`config.mk`:
```
export PLATFORM = sky130hd
export DESIGN_NAME = adfr_top
export DESIGN_NICKNAME = d
export VERILOG_FILES = /design/src/logic/adfr_pkg.sv /design/src/logic/adfr_ramp_if.sv /design/src/logic/adfr_top.sv /design/src/logic/adfr_ramp.sv
export SDC_FILE = /design/constraint.sdc
export NUM_CORES = 1
export LEC_CHECK = 0
export BUFFER_PORTS_ARGS = -buffer_cell sky130_fd_sc_hd__buf_2
export CAP_MARGIN = 10
export CELL_PAD_IN_SITES_DETAIL_PLACEMENT = 1
export CELL_PAD_IN_SITES_GLOBAL_PLACEMENT = 1
export CORE_UTILIZATION = 50
export CTS_BUF_LIST = sky130_fd_sc_hd__clkbuf_16
export CTS_CLUSTER_SIZE = 8
export DETAILED_ROUTE_END_ITERATION = 12
export PLACE_DENSITY_LB_ADDON = 0.1
export SYNTH_ARGS = -nofsm -noshare
export SYNTH_HDL_FRONTEND = slang
export SYNTH_HIERARCHICAL = 1
export SYNTH_SLANG_ARGS = --single-unit
```
`constraint.sdc`:
```
create_clock -name clk_in -period 10.2 [get_ports clk_in]
set_input_delay 1.02 -clock clk_in [delete_from_list [all_inputs] [get_ports clk_in]]
set_output_delay 1.02 -clock clk_in [all_outputs]
set_load 0.01 [all_outputs]
```
`src/logic/adfr_pkg.sv`:
```
/*
 * Shared constants and types of the alternating driver with fault retry.
 * Assumes one 200 MHz clock and an oscillator phase level sampled on it.
 */
package adfr_pkg;

    // Oscillator cycles counted from the release of a fault or lockout.
    localparam logic [6:0]  REC_RESET  = 7'h00;
    localparam logic [6:0]  OFF_CYCLES = 7'h38;
    localparam logic [6:0]  SOFT_BASE  = 7'h39;
    localparam logic [6:0]  SOFT_START = 7'h3A;
    localparam logic [6:0]  RUN_AT     = 7'h3F;

    // Charge phase measurement in clock cycles.
    localparam int          LEN_W      = 16;
    localparam logic [15:0] LEN_RESET  = 16'h0000;
    localparam logic [15:0] LEN_MAX    = 16'hFFFF;

    // Soft start width is step eighths of the charge phase.
    localparam int          STEP_W     = 3;
    localparam int          STEP_SHIFT = 3;
    localparam logic [2:0]  STEP_NONE  = 3'h0;

    typedef enum logic [1:0] {
        ADFR_OFF,
        ADFR_LEAD,
        ADFR_SOFT,
        ADFR_RUN
    } adfr_state_t;

endpackage : adfr_pkg

```
`src/logic/adfr_ramp_if.sv`:
```
/*
 * Carrier between the sequencer and the soft start edge generator.
 * Assumes both ends sit in the same clock domain.
 */
`timescale 1ns/1ps
interface adfr_ramp_if;
    logic [adfr_pkg::LEN_W-1:0]  charge_len;
    logic [adfr_pkg::LEN_W-1:0]  position;
    logic [adfr_pkg::STEP_W-1:0] step;
    logic                        allow;

    modport seq  (output charge_len, output position, output step,
                  input allow);
    modport ramp (input charge_len, input position, input step,
                  output allow);
endinterface : adfr_ramp_if

```
`src/logic/adfr_top.sv`:
```
/*
 * Digital sequencer of a push-pull start-up controller: alternating
 * drive, sync during discharge, over-current off period and soft start.
 * Assumes discharge_phase_in, over_current_in and supply_lockout_in are
 * synchronous to clk_in and that the oscillator keeps running in faults.
 */
// Overview of operation
// - Sync stays low during the off period, while fault_off_out is high.
// - While active, sync is high in the discharge phase, low otherwise.
// - Sync never overlaps a high drive output.
// - Successive pulses go alternately to phase A and phase B.
// - A high current sense comparator starts a shutdown.
// - The first pulse after a start or retry comes 57 to 62 cycles later.
// - Soft start lasts 4 to 7 output cycles up to the first full pulse.
// - Soft start moves the leading edge earlier with a fixed trailing edge.
// - After a fault the outputs stay off for at least 56 cycles.
// - The whole recovery takes 64 oscillator cycles.
// - Sync pulses resume at least one cycle before the first drive pulse.
// - Over-current removes the drive pulses at once, mid cycle.
// - A toggle advanced once per cycle picks the output for each pulse.
`timescale 1ns/1ps
module adfr_top (
    // Clock and reset
    input  wire logic clk_in,
    input  wire logic rst_n_in,
    // Supply, sense and oscillator phase
    input  wire logic supply_lockout_in,
    input  wire logic over_current_in,
    input  wire logic discharge_phase_in,
    // Gate drives and sync
    output logic      drive_phase_a_out,
    output logic      drive_phase_b_out,
    output logic      sync_out,
    output logic      fault_off_out
);

    adfr_ramp_if rif ();

    logic                  disch_prev_q;
    logic [6:0]            rec_q;
    logic [6:0]            rec_d;
    logic [15:0]           pos_q;
    logic [15:0]           len_q;
    logic                  toggle_q;
    logic                  drive_a_q;
    logic                  drive_b_q;
    logic                  sync_q;
    logic                  last_a_q;
    logic                  disch_rise;
    logic                  shutdown;
    logic                  switching;
    logic                  allow;
    logic                  drive_on;
    adfr_pkg::adfr_state_t st;

    function automatic adfr_pkg::adfr_state_t state_of(
        input logic [6:0] rec
    );
        if (rec < adfr_pkg::OFF_CYCLES) begin
            return adfr_pkg::ADFR_OFF;
        end else if (rec < adfr_pkg::SOFT_START) begin
            return adfr_pkg::ADFR_LEAD;
        end else if (rec < adfr_pkg::RUN_AT) begin
            return adfr_pkg::ADFR_SOFT;
        end
        return adfr_pkg::ADFR_RUN;
    endfunction : state_of

    // Each rising edge of the discharge phase ends one oscillator cycle.
    assign disch_rise = discharge_phase_in && !disch_prev_q;
    assign shutdown   = over_current_in || supply_lockout_in;
    assign st         = state_of(rec_q);
    assign switching  = (st == adfr_pkg::ADFR_SOFT) ||
                        (st == adfr_pkg::ADFR_RUN);

    // Recovery counter: cleared by a fault, saturates when running.
    assign rec_d = shutdown ? adfr_pkg::REC_RESET :
                   (disch_rise && rec_q < adfr_pkg::RUN_AT) ?
                   rec_q + 7'h01 : rec_q;

    assign rif.charge_len = len_q;
    assign rif.position   = pos_q;
    assign rif.step = (st == adfr_pkg::ADFR_SOFT) ?
                      3'(rec_q - adfr_pkg::SOFT_BASE) :
                      adfr_pkg::STEP_NONE;

    adfr_ramp u_ramp (
        .rif (rif.ramp)
    );

    always_comb begin
        case (st)
            adfr_pkg::ADFR_SOFT: begin
                allow = rif.allow;
            end
            adfr_pkg::ADFR_RUN: begin
                allow = 1'b1;
            end
            default: begin
                allow = 1'b0;
            end
        endcase
    end

    // Drive pulses only in the charge phase, which leaves the discharge
    // phase as dead time for the sync pulse.
    assign drive_on = switching && !discharge_phase_in && allow &&
                      !shutdown;

    always_ff @(posedge clk_in) begin
        if (!rst_n_in) begin
            // Starting high keeps a phase already high at release uncounted.
            disch_prev_q <= 1'b1;
            rec_q        <= adfr_pkg::REC_RESET;
        end else begin
            disch_prev_q <= discharge_phase_in;
            rec_q        <= rec_d;
        end
    end

    // Charge phase length, used to place the soft start leading edge.
    always_ff @(posedge clk_in) begin
        if (!rst_n_in) begin
            pos_q <= adfr_pkg::LEN_RESET;
            len_q <= adfr_pkg::LEN_RESET;
        end else begin
            if (discharge_phase_in) begin
                pos_q <= adfr_pkg::LEN_RESET;
            end else if (pos_q != adfr_pkg::LEN_MAX) begin
                pos_q <= pos_q + 16'h0001;
            end
            if (disch_rise) begin
                len_q <= pos_q;
            end
        end
    end

    // Toggle starts at phase A on every start and advances each cycle.
    always_ff @(posedge clk_in) begin
        if (!rst_n_in) begin
            toggle_q <= 1'b0;
        end else if (!switching || shutdown) begin
            toggle_q <= 1'b0;
        end else if (disch_rise) begin
            toggle_q <= !toggle_q;
        end
    end

    always_ff @(posedge clk_in) begin
        if (!rst_n_in) begin
            drive_a_q <= 1'b0;
            drive_b_q <= 1'b0;
            sync_q    <= 1'b0;
        end else begin
            drive_a_q <= drive_on && !toggle_q;
            drive_b_q <= drive_on && toggle_q;
            sync_q    <= (st != adfr_pkg::ADFR_OFF) && discharge_phase_in &&
                         !shutdown;
        end
    end

    // Gating by the fault itself removes a pulse without waiting a cycle.
    assign drive_phase_a_out = drive_a_q && !shutdown;
    assign drive_phase_b_out = drive_b_q && !shutdown;
    assign sync_out          = sync_q && !shutdown;
    assign fault_off_out     = (st == adfr_pkg::ADFR_OFF);

    // Helper for checking: which phase took the last pulse.
    always_ff @(posedge clk_in) begin
        if (!rst_n_in || !switching) begin
            last_a_q <= 1'b0;
        end else if (drive_phase_a_out) begin
            last_a_q <= 1'b1;
        end else if (drive_phase_b_out) begin
            last_a_q <= 1'b0;
        end
    end
endmodule : adfr_top

```
`src/logic/adfr_ramp.sv`:
```
/*
 * Soft start leading edge generator.
 * Assumes the sequencer supplies the last charge length, the position
 * inside the present charge phase and a step of one to five.
 */
`timescale 1ns/1ps
module adfr_ramp (
    // Sequencer side
    adfr_ramp_if.ramp rif
);

    logic [18:0] width_prod;
    logic [15:0] width;
    logic [15:0] start_pos;

    // The trailing edge is fixed by the discharge phase, so a wider pulse
    // means an earlier start inside the charge phase.
    assign width_prod = 19'(rif.charge_len) * 19'(rif.step);
    assign width      = width_prod[18:adfr_pkg::STEP_SHIFT];
    assign start_pos  = rif.charge_len - width;
    assign rif.allow  = (rif.step != adfr_pkg::STEP_NONE) &&
                        (rif.position >= start_pos);

endmodule : adfr_ramp

```
## Yosys cells after proc, flatten, opt, wreduce, memory -nomap -nowiden

Cells that the tools add are included.

| storage, ports and cells | value |
|---|---|
| register bits | 44 |
| output and inout bits | 4 |

| operators by class | value |
|---|---|
| multipliers | 1 |
| reduce and logical (&&, ||, !) cells | 27 |
| add/sub/neg operators | 4 |
| bitwise logic cells | 1 |
| muxes and demuxes | 9 |
| $lt $le $gt $ge | 4 |
| eq/ne operators | 3 |

Operator list:

| cell | count |
|---|---|
| 7-bit by 6-bit < comparator with 1-bit output (second input constant) | 3 |
| 16-bit by 3-bit multiplier with 19-bit output | 1 |
| 16-bit by 1-bit adder with 16-bit output (second input constant) | 1 |
| 16-bit greater-or-equal comparator | 1 |
| 16-bit != test (second input constant) | 1 |
| 16-bit subtractor | 1 |
| 1-bit logical AND | 13 |
| 2-bit two-way mux | 4 |
| 7-bit by 1-bit adder with 7-bit output (second input constant) | 1 |
| 2-bit OR reduction | 3 |
| 1-bit zero test | 5 |
| 2-bit equality test (second input constant) | 2 |
| 1-bit logical OR | 3 |
| 1-bit two-way mux | 3 |
| 3-bit two-way mux | 1 |
| 3-bit nonzero test | 1 |
| 3-bit by 1-bit subtractor with 3-bit output (second input constant) | 1 |
| 2-bit zero test | 1 |
| 1-bit case mux with 2 select lines | 1 |
| 2-bit nonzero test | 1 |
| 1-bit inverter | 1 |

## Depth between registers and ports, before layout

| depth | value |
|---|---|
| depth in word-level cells | 15 |
| gate-level depth with buffers | 32 |
| mapped depth without buffers | 31 |

## Modules after synthesis

Netlist, hierarchy kept.

By module, submodules not included:

| module | cells an instance | times used | area each (um^2) |
|---|---|---|---|
| adfr_ramp | 309 | 1 | 2,339.7 |
| adfr_top | 231 | 1 | 1,966.9 |

## Least setup slack after synthesis

OpenSTA, ideal clock, no wires.

| timing | value |
|---|---|
| kind | reg-to-reg |
| start | reg rec_q[3] |
| end | reg drive_b_q |
| buffers on the path | 1 |
| period minus slack after synthesis | 6.607 ns |
| arrival time | 6.474 ns |
| slack | 3.593 ns |
| stages on the path, launching flop included | 32 |
| required time | 10.067 ns |
| setup time | 0.133 ns |
| cell sequence | dfxtp_1 > nand3_1 > nor2_1 > nor2_1 > nor4_1 > clkbuf_1 > nand2_1 > fa_1 > inv_1 > ha_1 > a21o_1 > a21o_1 > a21o_1 > a21oi_1 > nand2_1 > a21oi_1 > xor2_1 > ha_1 > a21oi_4 > a21oi_2 > or2_0 > a31o_1 > or4b_4 > nand3_2 > xnor2_1 > ha_1 > a211o_1 > nor2_1 > o211ai_1 > o211a_1 > a211oi_1 > nor4b_1 |

| between the ends | value |
|---|---|
| cells in the longest elaborated chain, start to end | 15 |
| elaborated cells on any way between the ends | 23 |
| classes of those cells | add/sub: 1; mul: 1; order compare: 4; eq/ne: 2; mux: 8; reduce/logical: 7 |

Ends and longest elaborated chain:

| element | RTL line | RTL |
|---|---|---|
| start: declaration | adfr_top.sv:40 | `logic [6:0] rec_q;` |
| start signal: assignment | adfr_top.sv:114 | `rec_q <= adfr_pkg::REC_RESET;` |
| start signal: assignment | adfr_top.sv:117 | `rec_q <= rec_d;` |
| 7-bit by 6-bit < comparator with 1-bit output | adfr_top.sv:63 | `end else if (rec < adfr_pkg::RUN_AT) begin` |
| 1-bit two-way mux | adfr_top.sv:63 |  |
| 1-bit two-way mux | adfr_top.sv:61 | `end else if (rec < adfr_pkg::SOFT_START) begin` |
| 1-bit two-way mux | adfr_top.sv:59 | `if (rec < adfr_pkg::OFF_CYCLES) begin` |
| 2-bit two-way mux * | adfr_top.sv:66 | `return adfr_pkg::ADFR_RUN;` |
| 2-bit equality test * | adfr_top.sv:83 | `assign rif.step = (st == adfr_pkg::ADFR_SOFT) ?` |
| 3-bit two-way mux * | adfr_top.sv:83 |  |
| named net rif.step, one bit | adfr_ramp_if.sv:9 | `logic [adfr_pkg::STEP_W-1:0] step;` |
| 16-bit by 3-bit multiplier with 19-bit output | adfr_ramp.sv:18 | `assign width_prod = 19'(rif.charge_len) * 19'(rif.step);` |
| 16-bit subtractor | adfr_ramp.sv:20 | `assign start_pos = rif.charge_len - width;` |
| 16-bit greater-or-equal comparator | adfr_ramp.sv:22 | `(rif.position >= start_pos);` |
| 1-bit logical AND * | adfr_ramp.sv:21 | `assign rif.allow = (rif.step != adfr_pkg::STEP_NONE) &&` |
| named net rif.allow | adfr_ramp_if.sv:10 | `logic allow;` |
| 1-bit case mux with 2 select lines * | adfr_top.sv:92 | `case (st)` |
| 1-bit logical AND * (2 in a row) | adfr_top.sv:107 | `assign drive_on = switching && !discharge_phase_in && allow &&` |
| 1-bit logical AND * | adfr_top.sv:156 | `drive_b_q <= drive_on && toggle_q;` |
| end signal: assignment | adfr_top.sv:156 |  |
| end: declaration | adfr_top.sv:46 | `logic drive_b_q;` |

The timed path passes the listed nets; every way through them passes the cells marked *.
A chain may end at the register's enable or synchronous reset.

## Final worst setup path

Same ends and word-level chain as after synthesis.

==> qor.csv <==
metric;value;unit
DR vias;3915;
commonest non-fill, non-tap cell in the layout;nand2_1;
clock skew;4.14;ps
Layout area overhead;7.55;%
setup tns final;0;ps
CORE AREA;0.00826;mm²
Post-synth EDFFs;0;
Clock Latency Late Sink;290;ps
DRC viols;0;
HP Class;flip-flop to flip-flop;
clock root buffer;clkbuf_16;
crit start category;flip-flop;
post-synthesis sequential area ratio;20.5;%
Initial Util;52.2;%
crit path kind;flip-flop to flip-flop;
Tot Pwr;0.370;mW
peak supply drop;0.0000599;V
H-Tree Depth;2;
# nets final;615;
post-cts sizing count;0;
Layout fillers;1040;
status;finished, final reports clean;
GRT Total Usage;27.0;%
Clock Sinks;44;
fmax;137;MHz
Int Pwr;0.292;mW
P_leak;2.12;nW
placer congestion estimate;0.812;
Slew @ Worst Pin;1090;ps
CTS Buf Count;5;
CP most frequent cell;nor2_1;
Final HPWL DP;8.68;mm
vias in the first global route;4066;
diode count;0;
Overflow after GRT;0;
TritonCTS clock tree;done;
multi-input logic area;0.00324;mm²
fin. max-slew vios;0;
Synth area leader;dfxtp_1;
DR pass1 iterations;4;
Critical Path End Type;flip-flop;
Critical Path AT;7420;ps
most frequent cells in the layout;nand2_1, ha_1, dfxtp_1;
IO Count;9;
Clk pwr share;49.8;%
Final min period;7280;ps
Die H;94.8;µm
Critical-path top delay cell;nor3_2;
synth top area cells;dfxtp_1, ha_1, nand2_1;
combinational group share of total power;3.3;%
Final period util;71.4;%
DRT iter0 DRCs;119;
Final ANT Viol Nets;0;
antenna violations before repair;0;
Hold Vio Cnt, Final;0;
unrepaired setup endpoints after global routing;false;
top-area cell type share of the netlist area;20.5;%
cell area power density;79.8;mW/mm²
register area;881;µm²
row count;33;
Ys Warns;6;
Sw Pwr;0.0776;mW
pin count of the biggest net entering global routing;21;
CP Max Fanout;16;
Distinct cells, synth;63;
Hold Path Depth;1;
Hold Slack;470;ps
postcts setup bufs;0;
cts hold-fix bufs;0;
register bit total from synthesis;44;
DRT Wirelength;11.3;mm
die area;0.00899;mm²
normalized max-slew margin;27.0;%
global-route wire length before repair;19.1;mm
crit-path max cell delay;850;ps
fraction of power spent switching nets;21.0;%
layout cells sized above 1;7.34;%
synthesized area;0.00431;mm²
Final setup viols;0;
Via density;6.02;
Post-Syn Nets;611;
Post-Syn Instances;540;
chip width;94.8;µm
Top FF cell, synth;dfxtp_1;
max-cap viol count;0;
IO buf count;8;
Worst-path clk slew;60;ps
post-synthesis area per instance;7.98;µm²
part of the power in registers;46.9;%
required time worst endpoint;10350;ps
routed len/inst;17.3;µm
reg2reg path depth;31;
ys async rst share;0;%
clk buf depth;2;
area by class of cell:
cell class / instances / area share (%)
Tap cell: 105 / 2.84
Sequential cell: 44 / 19.0
Timing Repair Buffer: 12 / 1.51
Inverter: 37 / 3.00
Clock inverter: 3 / 0.918
Clock buffer: 5 / 2.70
Multi-Input combinational cell: 444 / 70.0
synthesized netlist by cell type, types with 4 or more instances:
cell and instances:
nand2_1 93, ha_1 50, dfxtp_1 44, inv_1 37, a21oi_1 33, nor2_1 29
xor2_1 21, a21o_1 19, a21boi_0 16, fa_1 16, nand3_1 15, o21ai_0 12
and2_1 11, xnor2_1 11, clkbuf_1 9, nand2b_1 9, nor3_1 8, nor4_1 8
o21ai_1 7, a31oi_1 6, nand4_1 6, and3_1 5, nor2b_1 5, o211ai_1 5
mux2i_1 4, or4_1 4
registers in the layout (all words and copies together), names as in the netlist:
signal        count
len_q            16
pos_q            16
rec_q             7
disch_prev_q      1
drive_a_q         1
drive_b_q         1
sync_q            1
toggle_q          1
metrics by stage:
stage / utilization [%] / std cells / setup slack (ps) / cell area, µm²
3_5_place_dp: 54.0 / 641 / 3000 / 4460
4_1_cts: 56.0 / 649 / 2970 / 4620
2_1_floorplan: - / 540 / 3590 / 4310
6_report: 56.1 / 650 / 2920 / 4630
5_1_grt: 56.1 / 650 / 2430 / 4630
3_3_place_gp: 54.0 / 641 / 3320 / 4460
power by group through the flow:
stage	Combinational [mW]	Sequential, mW	Clock, mW
global route	0.0134	0.173	0.195
detailed placement	0.0120	0.177	0
floorplan	0.00861	0.177	0
finish	0.0121	0.173	0.184
CTS	0.0122	0.174	0.187
global placement	0.0115	0.177	0
per-layer routing:
layer	GRT usage [%]	part of all wire [%]
met3	2.98	1.4
met4	7.45	1.6
met5	0	0
met1	30.6	44
met2	52.5	53
final timing paths:
check / from / endpoint / slack (ps)
worst min register to register: toggle_q / drive_a_q / 470
worst max register to register: rec_q[3] / drive_b_q / 2920
worst max-delay path: rec_q[3] / drive_b_q / 2920
worst min-delay path: toggle_q / drive_a_q / 470
critical path, delay by kind of cell (launching register included):
family,cells,cell delay (ps)
AO/OA/AOI/OAI,10,1990
XOR/XNOR,2,290
adder cells (fa/ha/maj),4,1410
buffers and inverters,1,70
flip-flops,1,410
AND/OR/NAND/NOR,14,2960
cells by family (layout without fill, tap and decap cells):
group,count (synthesis),count (layout),share of synthesized area (%)
multiplexers,4,4,0.930
buffers and inverters,52,57,4.65
adder cells (fa/ha/maj),66,66,22.0
AO/OA/AOI/OAI,130,130,20.9
XOR/XNOR,32,32,6.51
AND/OR/NAND/NOR,212,212,24.5
flip-flops,44,44,20.5
No activity file was read; power rests on OpenSTA's default activity.
